### src/sscr_pkg.sv
/*
 * sscr_pkg: shared constants of the safety state command register bank:
 * register offsets, field positions, values after reset, state codes
 * and identification fields.
 * Assumes a 32-bit classic Wishbone bus with byte addresses, one word a register.
 */
package sscr_pkg;

    // bus geometry
    localparam int ADR_W = 5;
    localparam int DAT_W = 32;
    localparam int REG_W = 16;
    localparam int STATE_W = 5;

    // register byte offsets
    localparam logic [ADR_W-1:0] OFS_FAULT_CFG = 5'h00;
    localparam logic [ADR_W-1:0] OFS_FAULT_CFG_INV = 5'h04;
    localparam logic [ADR_W-1:0] OFS_STATE_CMD = 5'h08;
    localparam logic [ADR_W-1:0] OFS_STATE_CMD_INV = 5'h0c;
    localparam logic [ADR_W-1:0] OFS_FSM_STATUS = 5'h10;
    localparam logic [ADR_W-1:0] OFS_CHIP_ID = 5'h14;

    // fault input configuration field positions
    localparam int POS_PAIR_POL = 14;
    localparam int POS_FIRST_POL = 13;
    localparam int POS_SECOND_POL = 12;
    localparam int POS_BISTABLE = 8;
    localparam logic [REG_W-1:0] CFG_MASK = 16'h7100;

    // state command field positions
    localparam int POS_DEBUG_RELEASE = 15;
    localparam int POS_ENTER_INIT_RUN = 1;
    localparam int POS_ENTER_NORMAL = 0;
    localparam logic [1:0] CMD_RST = 2'h0;
    localparam logic [1:0] CMD_INV_RST = 2'h0;

    // values after reset: settings 0, complements 1, so consistent
    localparam logic [REG_W-1:0] CFG_RST = 16'h0000;
    localparam logic [REG_W-1:0] CFG_INV_RST = 16'h7100;

    // main state field codes
    localparam logic [STATE_W-1:0] ST_SELF_TEST = 5'h04;
    localparam logic [STATE_W-1:0] ST_POWER_UP = 5'h05;
    localparam logic [STATE_W-1:0] ST_DEEP_FAIL_SAFE = 5'h08;
    localparam logic [STATE_W-1:0] ST_INIT_RUN = 5'h09;
    localparam logic [STATE_W-1:0] ST_NORMAL = 5'h0c;
    localparam logic [STATE_W-1:0] ST_THERMAL_SHUTDOWN = 5'h0d;
    localparam logic [STATE_W-1:0] ST_POWER_DOWN = 5'h10;
    localparam logic [STATE_W-1:0] ST_POWER_ON_RESET = 5'h11;

    // identification fields; all values arbitrary
    localparam logic [2:0] ID_FULL_LAYER_REVISION = 3'h1;
    localparam logic [2:0] ID_METAL_LAYER_REVISION = 3'h2;
    localparam logic [3:0] ID_FAMILY_CODE = 4'h5;
    localparam logic [3:0] ID_VARIANT_CODE = 4'h3;

    // synchroniser depth and idle level of the output flops
    localparam int SYNC_STAGES = 2;
    localparam logic FAULT_RST = 1'b0;

endpackage

### src/sscr_sync.sv
/*
 * sscr_sync: two-flop synchroniser for the fault input pins.
 * Assumes the pins are asynchronous to clk_i; only the second flop is read.
 */
`timescale 1ns/1ps
module sscr_sync
(
    // clock, reset, enable
    input wire logic clk_i,
    input wire logic rst_i,
    input wire logic ce_i,
    // pins in, synchronised levels out
    input wire logic [1:0] pin_i,
    output logic [1:0] sync_o
);
    import sscr_pkg::*;

    logic [1:0] meta;

    // first stage feeds only the second stage
    always_ff @(posedge clk_i)
    begin
        if (rst_i)
        begin
            meta <= 2'h0;
            sync_o <= 2'h0;
        end
        else if (ce_i)
        begin
            meta <= pin_i;
            sync_o <= meta;
        end
    end

endmodule // sscr_sync

### src/sscr_fault_eval.sv
/*
 * sscr_fault_eval: turns the two synchronised fault input levels into
 * fault flags under the applied polarity and bistable settings.
 * Assumes settings already gated by the complement check upstream.
 */
`timescale 1ns/1ps
module sscr_fault_eval
(
    // clock, reset, enable
    input wire logic clk_i,
    input wire logic rst_i,
    input wire logic ce_i,
    // synchronised input levels
    input wire logic first_in_i,
    input wire logic second_in_i,
    // applied settings
    input wire logic pair_fault_polarity_i,
    input wire logic first_input_polarity_i,
    input wire logic second_input_polarity_i,
    input wire logic pair_bistable_enable_i,
    // fault flags
    output logic first_fault_o,
    output logic second_fault_o,
    output logic pair_fault_o
);
    import sscr_pkg::*;

    // single inputs: polarity 1 means high is a fault
    wire first_bad = first_input_polarity_i ? first_in_i : ~first_in_i;
    wire second_bad = second_input_polarity_i ? second_in_i : ~second_in_i;
    // pair: polarity 0 flags first low or second high
    wire pair_bad = pair_fault_polarity_i ? (first_in_i | ~second_in_i)
                                          : (~first_in_i | second_in_i);

    // bistable mode uses the pair check, else the two stand alone
    wire next_first = ~pair_bistable_enable_i & first_bad;
    wire next_second = ~pair_bistable_enable_i & second_bad;
    wire next_pair = pair_bistable_enable_i & pair_bad;

    // flags leave on flops so they never glitch
    always_ff @(posedge clk_i)
    begin
        if (rst_i)
        begin
            first_fault_o <= FAULT_RST;
            second_fault_o <= FAULT_RST;
            pair_fault_o <= FAULT_RST;
        end
        else if (ce_i)
        begin
            first_fault_o <= next_first;
            second_fault_o <= next_second;
            pair_fault_o <= next_pair;
        end
    end

endmodule // sscr_fault_eval

### src/sscr_top.sv
/*
 * sscr_top: safety state command register bank with a classic Wishbone
 * slave, the fault input configuration and its complement, state commands
 * with their complement, main state readback and identification.
 *
 * Register map, one 16-bit register in the low half of each 32-bit word:
 *   0x00  fault input configuration, bits 14, 13, 12 and 8
 *   0x04  its complement, the same four bits
 *   0x08  state command: debug release 15, enter init run 1, enter normal 0
 *   0x0c  state command complement, bits 1 and 0
 *   0x10  main state code in bits 4 to 0, read only
 *   0x14  identity fields, read only
 * Any other address reads zero and ignores writes, but is still acked.
 * Undefined bits of a defined register read zero and ignore writes.
 *
 * Values after reset: configuration 0, its complement 0x7100, so the pair
 * is consistent from the start; commands and their complements 0.
 *
 * Bus timing: a request is taken at the rising edge that sees cyc and stb
 * high with ack low; a write lands at that edge, ack and read data stand
 * for the next cycle only, and ack is then low for a cycle even if stb is
 * still held, so a held strobe becomes a second access.
 *
 * Fault flags follow a pin change three edges later: two synchroniser
 * flops and the output flop. A setting changed in one register only keeps
 * its old applied value until the complement agrees; the applied copy lags
 * consistency by one cycle.
 *
 * Assumes the main state machine runs on clk_i and reports its code on
 * fsm_state_i, so that code is read without synchronising; the fault
 * input pins are asynchronous. ce_i low freezes every flop, ack included,
 * so a pending request simply waits.
 * Assumes the master drives byte lanes 1 and 0 only; lanes 3 and 2 are
 * ignored. Bit 15 of the state command is a strobe and is not stored, so
 * it always reads zero.
 */
// The Wishbone slave port and the register offsets are this design's own decisions.
// What this block does
// the configuration complement holds writable inverse bits 14, 13, 12 and 8, set to a known value, 0x7100, at reset.
// a fault input setting is used only while it equals the inverse of its complement bit.
// pair polarity 0 flags first low or second high, 1 flags first high or second low.
// single polarity 0 flags low, 1 flags high; bistable enable 1 pairs the inputs, 0 keeps them apart.
// writing 1 to state command bit 15 releases debug mode, writing 0 does nothing.
// the enter init run command at bit 1 acts only when it equals the inverse of its complement.
// an applied enter init run command in normal moves to init run and self-clears there.
// the enter normal command at bit 0 acts only when it equals the inverse of its complement.
// an applied enter normal command in init run moves to normal and self-clears there.
// the state command complement holds writable inverse bits 1 and 0, reset at power-on.
// the status register reports the 5-bit main state code.
// the identity register shows full and metal layer revisions, family code and variant code.
// writes to undefined bits are ignored and they read as zero.
`timescale 1ns/1ps
module sscr_top
(
    // clock, reset, enable
    input wire logic clk_i,
    input wire logic rst_i,
    input wire logic ce_i,
    // wishbone slave
    input wire logic cyc_i,
    input wire logic stb_i,
    input wire logic we_i,
    input wire logic [sscr_pkg::ADR_W-1:0] adr_i,
    input wire logic [3:0] sel_i,
    input wire logic [sscr_pkg::DAT_W-1:0] dat_i,
    output logic [sscr_pkg::DAT_W-1:0] dat_o,
    output logic ack_o,
    // main state machine link
    input wire logic [sscr_pkg::STATE_W-1:0] fsm_state_i,
    output logic enter_init_run_o,
    output logic enter_normal_o,
    output logic debug_release_o,
    // fault input pins
    input wire logic first_fault_pin_i,
    input wire logic second_fault_pin_i,
    // fault flags
    output logic first_fault_o,
    output logic second_fault_o,
    output logic pair_fault_o,
    // applied settings
    output logic pair_fault_polarity_o,
    output logic first_input_polarity_o,
    output logic second_input_polarity_o,
    output logic pair_bistable_enable_o
);
    import sscr_pkg::*;

    // register state
    logic ack;
    logic [REG_W-1:0] fault_cfg;
    logic [REG_W-1:0] fault_cfg_inv;
    logic [REG_W-1:0] cfg_applied;
    logic [1:0] state_cmd;
    logic [1:0] state_cmd_inv;
    logic [DAT_W-1:0] rdata;
    logic [1:0] pins_sync;

    // bus request decode
    wire bus_req = cyc_i & stb_i;
    wire bus_take = bus_req & ~ack;
    wire bus_wr = bus_take & we_i;
    wire hit_cfg = (adr_i == OFS_FAULT_CFG);
    wire hit_cfg_inv = (adr_i == OFS_FAULT_CFG_INV);
    wire hit_cmd = (adr_i == OFS_STATE_CMD);
    wire hit_cmd_inv = (adr_i == OFS_STATE_CMD_INV);
    wire hit_status = (adr_i == OFS_FSM_STATUS);
    wire hit_id = (adr_i == OFS_CHIP_ID);

    // byte lanes; upper half of the word holds nothing
    wire [REG_W-1:0] lane_mask = {{8{sel_i[1]}}, {8{sel_i[0]}}};
    wire [REG_W-1:0] wr_data = dat_i[REG_W-1:0];
    wire lane_lo = sel_i[0];
    wire lane_hi = sel_i[1];

    // configuration writes keep only the four defined bits
    wire [REG_W-1:0] cfg_wmask = lane_mask & CFG_MASK;
    wire wr_cfg = bus_wr & hit_cfg;
    wire wr_cfg_inv = bus_wr & hit_cfg_inv;
    wire [REG_W-1:0] next_fault_cfg = (fault_cfg & ~cfg_wmask) | (wr_data & cfg_wmask);
    wire [REG_W-1:0] next_fault_cfg_inv = (fault_cfg_inv & ~cfg_wmask) | (wr_data & cfg_wmask);

    // a setting is consistent when it differs from its complement bit
    wire [REG_W-1:0] cfg_consistent = (fault_cfg ^ fault_cfg_inv) & CFG_MASK;
    // inconsistent bits keep their last applied value
    wire [REG_W-1:0] next_cfg_applied = (cfg_applied & ~cfg_consistent) | (fault_cfg & cfg_consistent);

    // state command writes on the low lane
    wire wr_cmd = bus_wr & hit_cmd & lane_lo;
    wire wr_cmd_inv = bus_wr & hit_cmd_inv & lane_lo;
    wire set_init = wr_cmd & wr_data[POS_ENTER_INIT_RUN];
    wire set_normal = wr_cmd & wr_data[POS_ENTER_NORMAL];

    // debug release is a write-one strobe, a zero does nothing
    wire next_debug_release = bus_wr & hit_cmd & lane_hi & wr_data[POS_DEBUG_RELEASE];

    // main state decode
    wire in_normal = (fsm_state_i == ST_NORMAL);
    wire in_init_run = (fsm_state_i == ST_INIT_RUN);

    // a command counts only when its complement bit is its inverse
    wire init_cmd_valid = state_cmd[POS_ENTER_INIT_RUN] & ~state_cmd_inv[POS_ENTER_INIT_RUN];
    wire normal_cmd_valid = state_cmd[POS_ENTER_NORMAL] & ~state_cmd_inv[POS_ENTER_NORMAL];

    // requests to the state machine, only from the matching state
    wire next_enter_init_run = init_cmd_valid & in_normal;
    wire next_enter_normal = normal_cmd_valid & in_init_run;

    // self-clear on arrival; a fresh write in the same cycle wins
    wire clr_init = in_init_run & ~set_init;
    wire clr_normal = in_normal & ~set_normal;

    // next command bits: written value, else held, then self-clear
    wire next_cmd_init = wr_cmd ? wr_data[POS_ENTER_INIT_RUN]
                                : (state_cmd[POS_ENTER_INIT_RUN] & ~clr_init);
    wire next_cmd_normal = wr_cmd ? wr_data[POS_ENTER_NORMAL]
                                  : (state_cmd[POS_ENTER_NORMAL] & ~clr_normal);
    wire [1:0] next_state_cmd = {next_cmd_init, next_cmd_normal};

    // complement bits are plain storage
    wire [1:0] next_state_cmd_inv = wr_cmd_inv ? wr_data[1:0] : state_cmd_inv;

    // read views; undefined positions read as zero
    wire [REG_W-1:0] view_cfg = fault_cfg & CFG_MASK;
    wire [REG_W-1:0] view_cfg_inv = fault_cfg_inv & CFG_MASK;
    wire [REG_W-1:0] view_cmd = {14'h0000, state_cmd};
    wire [REG_W-1:0] view_cmd_inv = {14'h0000, state_cmd_inv};
    wire [REG_W-1:0] view_status = {11'h000, fsm_state_i};
    wire [REG_W-1:0] view_id = {2'h0, ID_FULL_LAYER_REVISION, ID_METAL_LAYER_REVISION,
                                ID_FAMILY_CODE, ID_VARIANT_CODE};

    // read mux; unmapped addresses answer with zero
    wire [REG_W-1:0] read_sel = hit_cfg ? view_cfg :
                                hit_cfg_inv ? view_cfg_inv :
                                hit_cmd ? view_cmd :
                                hit_cmd_inv ? view_cmd_inv :
                                hit_status ? view_status :
                                hit_id ? view_id : 16'h0000;
    wire [DAT_W-1:0] next_rdata = (bus_take & ~we_i) ? {16'h0000, read_sel} : 32'h0000_0000;

    // every access, mapped or not, gets one ack a cycle later
    wire next_ack = bus_take;

    // inputs from the pins pass two flops before anything reads them
    sscr_sync u_sync
    (
        .clk_i(clk_i),
        .rst_i(rst_i),
        .ce_i(ce_i),
        .pin_i({second_fault_pin_i, first_fault_pin_i}),
        .sync_o(pins_sync)
    );

    // fault flags follow the applied settings only
    sscr_fault_eval u_fault_eval
    (
        .clk_i(clk_i),
        .rst_i(rst_i),
        .ce_i(ce_i),
        .first_in_i(pins_sync[0]),
        .second_in_i(pins_sync[1]),
        .pair_fault_polarity_i(cfg_applied[POS_PAIR_POL]),
        .first_input_polarity_i(cfg_applied[POS_FIRST_POL]),
        .second_input_polarity_i(cfg_applied[POS_SECOND_POL]),
        .pair_bistable_enable_i(cfg_applied[POS_BISTABLE]),
        .first_fault_o(first_fault_o),
        .second_fault_o(second_fault_o),
        .pair_fault_o(pair_fault_o)
    );

    // bus handshake; ack low again after one cycle
    always_ff @(posedge clk_i)
    begin
        if (rst_i)
            ack <= 1'b0;
        else if (ce_i)
            ack <= next_ack;
    end

    // read data stands only in the ack cycle, zero otherwise
    always_ff @(posedge clk_i)
    begin
        if (rst_i)
            rdata <= 32'h0000_0000;
        else if (ce_i)
            rdata <= next_rdata;
    end

    // fault configuration and its complement
    always_ff @(posedge clk_i)
    begin
        if (rst_i)
        begin
            fault_cfg <= CFG_RST;
            fault_cfg_inv <= CFG_INV_RST;
        end
        else if (ce_i)
        begin
            if (wr_cfg)
                fault_cfg <= next_fault_cfg;
            if (wr_cfg_inv)
                fault_cfg_inv <= next_fault_cfg_inv;
        end
    end

    // applied copy; reset value matches the consistent reset pair
    always_ff @(posedge clk_i)
    begin
        if (rst_i)
            cfg_applied <= CFG_RST;
        else if (ce_i)
            cfg_applied <= next_cfg_applied;
    end

    // state commands and their complements
    always_ff @(posedge clk_i)
    begin
        if (rst_i)
        begin
            state_cmd <= CMD_RST;
            state_cmd_inv <= CMD_INV_RST;
        end
        else if (ce_i)
        begin
            state_cmd <= next_state_cmd;
            state_cmd_inv <= next_state_cmd_inv;
        end
    end

    // init run request, a level while the command is applied in normal
    always_ff @(posedge clk_i)
    begin
        if (rst_i)
            enter_init_run_o <= 1'b0;
        else if (ce_i)
            enter_init_run_o <= next_enter_init_run;
    end

    // normal request, a level while the command is applied in init run
    always_ff @(posedge clk_i)
    begin
        if (rst_i)
            enter_normal_o <= 1'b0;
        else if (ce_i)
            enter_normal_o <= next_enter_normal;
    end

    // debug release, one cycle per write of one; nothing is stored
    always_ff @(posedge clk_i)
    begin
        if (rst_i)
            debug_release_o <= 1'b0;
        else if (ce_i)
            debug_release_o <= next_debug_release;
    end

    // bus outputs straight from flops
    assign ack_o = ack;
    assign dat_o = rdata;

    // applied settings shown to the rest of the chip
    assign pair_fault_polarity_o = cfg_applied[POS_PAIR_POL];
    assign first_input_polarity_o = cfg_applied[POS_FIRST_POL];
    assign second_input_polarity_o = cfg_applied[POS_SECOND_POL];
    assign pair_bistable_enable_o = cfg_applied[POS_BISTABLE];

endmodule // sscr_top

### config.mk
export PLATFORM = sky130hd
export DESIGN_NAME = sscr_top
export DESIGN_NICKNAME = d
export VERILOG_FILES = /design/src/sscr_pkg.sv /design/src/sscr_sync.sv /design/src/sscr_fault_eval.sv /design/src/sscr_top.sv
export SDC_FILE = /design/constraint.sdc
export NUM_CORES = 1
export LEC_CHECK = 0
export ABC_CLOCK_PERIOD_IN_PS = 2210
export BUFFER_PORTS_ARGS = -buffer_cell sky130_fd_sc_hd__buf_2
export CAP_MARGIN = 20
export CORE_MARGIN = 5
export CORE_UTILIZATION = 49
export DETAILED_ROUTE_END_ITERATION = 12
export PLACE_DENSITY = 0.86
export SLEW_MARGIN = 20
export SYNTH_ARGS = -nofsm -noshare
export SYNTH_HDL_FRONTEND = slang
export SYNTH_HIERARCHICAL = 1
export SYNTH_SLANG_ARGS = --single-unit
export TNS_END_PERCENT = 1
### constraint.sdc
create_clock -name clk_i -period 2.21 [get_ports clk_i]
set_input_delay 0.1105 -clock clk_i [delete_from_list [all_inputs] [get_ports clk_i]]
set_output_delay 0.1105 -clock clk_i [all_outputs]
set_load 0.02 [all_outputs]
==> run summary, run 1 <==
GPL Wtd Cong: 0.852
Port Buffers: 49
Final core utilization: 59.6%
Mapped Cells: 213
Starting Density: 51.1%
Via count: 1553
Reg2reg end: state_cmd_inv[1]
Mapped Area: 0.00188 mm2
Final hold viol count: 0
Post-synth cell types: 33
CP max FO: 12
1st-pass router iterations: 4
#FFs+latches synth: 37
Core area: 0.00369 mm2
Final Cycle Share: 68.3%
Die height: 72.0 um
VDD IR max: 0.397 mV
Hold path endpoint: u_sync/meta[0]
Max transition margin: 64.9%
Ranking of synthesized cells by area: dfxtp_1, mux2i_1, buf_4
Num rows: 22
TNS Setup: 0 ns
CTS Hold Bufs: 0
Worst reg2reg path depth: 4
Die ar.: 0.00519 mm2
RSZ-0062 raised after global routing: false
Area growth from synthesis to layout: 16.7%
EDFF count, synth: 0
Drt total wl: 4.08 mm
Layout cells sized above 1: 25.3%
Clock slew at reported path FFs: 0.07 ns
Root Driver: clkbuf_8
Final Instance Area: 0.00220 mm2
Fmax: 0.662 GHz
Synth Flop Type: dfxtp_1
CTS resizes: 0
Cell depth of the worst hold path: 3
Hold Crit Start: first_fault_pin_i
Worst setup SP type: register
Cts bufs inserted: 5
Post-CTS setup buffers: 0
Crit Path Class: register to register
Slew Limit Fails: 0
Synth Area per Inst: 8.85 um2
Cell accounting for the most synthesized area: dfxtp_1
Total Routing Usage GR: 15.9%
Vias in the first global route: 1441
CTS tree: done
Top delay family on crit path: simple AND/OR/NAND/NOR gates
Pwr/cell area: 653 mW/mm2
Pleak: 0.963 nW
Most common cell in the netlist: dfxtp_1
Initial antenna violation count: 0
Worst-Margin Slew: 0.522 ns
Nets: 314
Outcome: complete, no violations
Async SR Flop Fraction: 0%
Hold WC Path Type: primary input to register
Slowest CP cell: nor4_1
Max_cap viols: 0
First-pass GRT wire length: 6.56 mm
H-Tree Depth: 2
Worst r2r src: ack_o
Register-to-Register Setup Slack: 0.70 ns
Buf/Inv on CP: 1
Critical Path RT: 2.43 ns
Worst-Skew Late Latency: 0.29 ns
Top cells by count, synth: dfxtp_1, nand2_1, buf_4, mux2i_1, nor2_1
Pin count of the biggest net entering global routing: 30
Arr. time, crit path: 1.73 ns
Critical path endpoint category: register
Worst clock skew: 0.00297 ns
Worst-path cell chain: nand4b_1 -> buf_4 -> nor4_1 -> mux2i_1
Synthesis Warnings: 6
Register area share after synthesis: 39.3%
Clk buf depth: 2
Via density per instance: 5.03
I/O pin count: 97
Final setup violation count: 0
Share of the synthesized area in the top cell type: 39.3%
Minimum clock period after layout: 1.51 ns
Starting DRC count in detailed routing: 78
WL/cell: 13.2 um
# DRC: 0
Placed inst area: 0.00208 mm2
Tot Pwr: 1.44 mW
DP HPWL: 3.07 mm
ANT nets after route: 0
TritonCTS Sinks: 37
Grt total ovfl: 0
ANT cells: 0
Die X: 72.0 um
Critical path's largest stage delay: 0.50 ns
-- cell families (layout without fill, tap and decap cells) --
family / count (synthesis) / after routing / share of synthesized area, %
AOI/OAI and AO/OA: 29 / 29 / 8.90
xor gates and xnor gates: 2 / 2 / 0.930
buffers and inverters: 34 / 63 / 11.2
DFF: 37 / 37 / 39.3
muxes: 22 / 22 / 11.7
other: 1 / 20 / 0.199
and+or+nand+nor: 88 / 88 / 27.8
-- power by group --
group	internal [mW]	total, mW	switching [mW]
clock	0.367	0.611	0.245
combinational	0.0476	0.148	0.0999
sequential	0.673	0.677	0.00411
total	1.09	1.44	0.349
-- per-stage QoR --
step	worst slack, ns	hold slack, ns	std cells
final	0.700	0.0494	309
after global routing	0.627	0.0832	309
after CTS	0.700	0.0491	309
after detailed placement	0.610	0.358	301
after global placement	0.638	0.349	301
after floorplan	0.581	0.180	232
-- routing by layer --
metal	global-route usage [%]	wire (um)	vias up
li1	-	-	791
met1	20.3	1900	708
met2	24.8	1850	50
met3	4.57	299	4
met4	7.31	44	0
met5	0	0	-
-- worst register-to-register path: cells and delay by family, from the launching register on --
| kind | cells | cell delay, ns |
|---|---|---|
| DFF | 1 | 0.32 |
| muxes | 1 | 0.25 |
| buffers and inverters | 1 | 0.20 |
| and+or+nand+nor | 2 | 0.67 |
-- final cells by class --
class,count,area (um2)
Multi-Input combinational cell,161,1000
Timing Repair Buffer,51,260
Tap cell,48,60.1
Clock buffer,6,82.6
Clock inverter,2,37.5
Sequential cell,37,741
Inverter,4,15.0
Fill cell,352,1490
-- how the worst max path moves through the flow --
| stage | start | to | slack, ns | cells past startpoint |
|---|---|---|---|---|
| finish | ack_o | state_cmd_inv[1] | 0.70 | 4 |
| global route | ack_o | state_cmd_inv[1] | 0.63 | 4 |
| CTS | ack_o | state_cmd_inv[1] | 0.70 | 4 |
| detailed placement | adr_i[3] | register | 0.61 | 4 |
| global placement | adr_i[3] | register | 0.64 | 4 |
| floorplan | ack_o | state_cmd_inv[0] | 0.58 | 4 |
-- cells in the final DEF (no fill, tap or decap), drive strengths merged, types with 8 or more instances in the layout --
cell and instances:
dfxtp 37, nor2 18, nand2 26, buf 51, o21ai 8, nor2b 11, a21oi 13, conb 20
mux2i 22, nand2b 9
Note: power is estimated with default switching activity, not from simulation.
==> inputs of run 2 (changes only) <==
--- a/config.mk
+++ b/config.mk
@@ -5,13 +5,13 @@
 export SDC_FILE = /design/constraint.sdc
 export NUM_CORES = 1
 export LEC_CHECK = 0
-export ABC_CLOCK_PERIOD_IN_PS = 2210
+export ABC_CLOCK_PERIOD_IN_PS = 1300
 export BUFFER_PORTS_ARGS = -buffer_cell sky130_fd_sc_hd__buf_2
 export CAP_MARGIN = 20
 export CORE_MARGIN = 5
-export CORE_UTILIZATION = 49
+export CORE_UTILIZATION = 41
 export DETAILED_ROUTE_END_ITERATION = 12
-export PLACE_DENSITY = 0.86
+export PLACE_DENSITY = 0.76
 export SLEW_MARGIN = 20
 export SYNTH_ARGS = -nofsm -noshare
 export SYNTH_HDL_FRONTEND = slang
==> constraint.sdc (replaced) <==
create_clock -name clk_i -period 1.3 [get_ports clk_i]
set_input_delay 0.065 -clock clk_i [delete_from_list [all_inputs] [get_ports clk_i]]
set_output_delay 0.065 -clock clk_i [all_outputs]
set_load 0.02 [all_outputs]
==> run 2 against run 1 <==
Net effect: the flow now finishes with violations (setup timing); cell count rose by 5.2%; cell area rose by 5.6%; clock skew fell by 0.0010 ns; total power rose by 72%; critical path depth did not move; largest power group unchanged; highest routed layer unchanged.
==> run summary, run 2 (same netlist as run 1, synthesis figures left out) <==
Hold WC Path Type: primary input to register
# DRC: 0 (unchanged)
Nets: 326 (+3.8%)
Worst r2r src: ack_o
Clock slew at reported path FFs: 0.07 ns (about the same)
ANT nets after route: 0 (unchanged)
WL/cell: 13.5 um (+2.0%)
Final core utilization: 52.6% (-7.0 points)
Initial antenna violation count: 0 (unchanged)
VDD IR max: 0.394 mV (-0.92%)
Critical Path RT: 1.47 ns (-0.96 ns)
H-Tree Depth: 2 (unchanged)
Reg2reg end: state_cmd[0]
First-pass GRT wire length: 7.13 mm (+8.8%)
CTS Hold Bufs: 0 (unchanged)
Minimum clock period after layout: 1.49 ns (-0.0181 ns)
Core area: 0.00441 mm2 (+20%)
Commonest non-fill, non-tap cell in the layout: buf_2
Via density per instance: 4.92 (-2.2%)
Critical path endpoint category: register
Root Driver: clkbuf_8
Die X: 77.8 um (+8.0%)
Critical Path Start: ack_o
Slew Limit Fails: 0 (unchanged)
Pin count of the biggest net entering global routing: 17 (-43%)
Die height: 77.8 um (+8.0%)
Dpl ws: -0.226 ns (-0.836 ns)
DP HPWL: 3.39 mm (+10%)
Via count: 1598 (+2.9%)
Vias in the first global route: 1569 (+8.9%)
Clock share of power: 42.2% (-0.4 points)
Share of power burned in registers: 46.6% (-0.6 points)
Crit Path Class: register to register
Clk buf depth: 2 (unchanged)
1st-pass router iterations: 4 (unchanged)
Worst clock skew: 0.00192 ns (-0.00105 ns)
ANT cells: 0 (unchanged)
Drt total wl: 4.38 mm (+7.2%)
Final hold viol count: 0 (unchanged)
Pwr/cell area: 1060 mW/mm2 (+63%)
CTS tree: done
Sw power: 0.602 mW (+73%)
Combinational power share: 11.2% (+0.9 points)
GPL Wtd Cong: 0.792 (-7.0%)
Starting Density: 42.7% (-8.4 points)
Switch share: 24.4% (+0.095 points)
Outcome: finished, violations left
Max_cap viols: 0 (unchanged)
Worst reg2reg path depth: 4 (unchanged)
RSZ-0062 raised after global routing: true
Dpl cells: 317 (+5.3%)
Final std cells w/o fill: 325 (+5.2%)
Failing checks: setup timing
Int Pwr: 1.87 mW (+72%)
Worst-Skew Late Latency: 0.30 ns (about the same)
Most frequent cells in the layout: buf_2, dfxtp_1, nand2_1
Num rows: 24 (+9.1%)
Register-to-Register Setup Slack: -0.19 ns (-0.89 ns)
TritonCTS Sinks: 37 (unchanged)
Fmax: 0.670 GHz (+1.2%)
Area growth from synthesis to layout: 23.3%
CP max FO: 10 (-2)
Total Routing Usage GR: 14.5% (-1.4 points)
Worst setup margin: -0.191 ns (-0.892 ns)
Worst setup SP type: register
I/O pin count: 97 (unchanged)
Grt total ovfl: 0 (unchanged)
Final setup violation count: 19 (+19)
Pleak: 1.04 nW (+7.7%)
Layout cells sized above 1: 29.7% (+4.4 points)
Arr. time, crit path: 1.66 ns (-0.07 ns)
Post-CTS setup buffers: 0 (unchanged)
Final Cycle Share: 115% (+46 points)
Cts bufs inserted: 5 (unchanged)
Die ar.: 0.00605 mm2 (+17%)
Port Buffers: 49 (unchanged)
Starting DRC count in detailed routing: 89 (+14%)
Crit path to: state_cmd[0]
run 2: cell types whose count changed in the layout (fill, tap and decap cells not counted):
cell | before | now
buf_6 | 0 | 1
nor4_1 | 3 | 2
o21ai_1 | 4 | 3
inv_4 | 0 | 1
buf_12 | 0 | 1
dfxtp_4 | 0 | 1
dfxtp_1 | 37 | 36
o21ai_2 | 0 | 1
buf_4 | 2 | 12
clkinvlp_4 | 1 | 0
nor4_2 | 0 | 1
run 2: area by class of cell:
class	count	area, um2
clock inverter	2	36.3
inverter	4	15.0
tap	52	65.1
sequential	37	744
fill	443	2090
clock buffer	6	82.6
multi-input combinational	161	1010
timing repair buffer	63	367
run 2: what timing repair did:
action	4_1_cts	5_1_grt
endpoints found under the hold margin	0	0
setup endpoints to repair	19	22
gates cloned	0	0
resized for setup	2	0
pin swaps	2	3
run 2: routing by layer:
layer,GRT usage [%],part of all wire (%),vias to the layer above
met5,0,0,-
met4,8.08,2.0,0
met3,3.59,6.6,7
met2,23.7,48,46
met1,17.2,43,731
li1,-,-,814
run 2: worst min-delay path by stage:
stage	startpoint	endpoint	slack, ns	cells past startpoint
2_1_floorplan	rst_i	u_fault_eval/pair_fault_o	0.13	1
3_3_place_gp	second_fault_pin_i	u_sync/meta[1]	0.30	3
3_5_place_dp	second_fault_pin_i	u_sync/meta[1]	0.31	3
4_1_cts	second_fault_pin_i	u_sync/meta[1]	0.003	3
5_1_grt	first_fault_pin_i	u_sync/meta[0]	0.02	3
6_report	second_fault_pin_i	u_sync/meta[1]	0.007	3
run 2: through the flow:
step           cell area (um2)  hold slack [ns]  power (mW)  setup TNS, ns
6_report                  2320          0.00721        2.47          -2.01
5_1_grt                   2320           0.0187        2.56          -3.33
4_1_cts                   2320          0.00286        2.49          -2.06
3_5_place_dp              2200            0.312        1.45          -3.72
3_3_place_gp              2200            0.302        1.44          -3.30
2_1_floorplan             1980            0.134        1.39          -2.49
run 2: power by group through the flow:
stage,clock (mW),combinational [mW],sequential [mW]
6_report,1.04,0.277,1.15
5_1_grt,1.11,0.300,1.15
4_1_cts,1.06,0.275,1.15
3_5_place_dp,0,0.273,1.18
3_3_place_gp,0,0.268,1.18
2_1_floorplan,0,0.205,1.18
run 2: worst max-delay path, cell delays in order, from the launching register on:
cell and delay (ns):
dfxtp_4 0.34, nand4b_1 0.18, buf_6 0.17, or4_4 0.54
mux2i_1 0.14
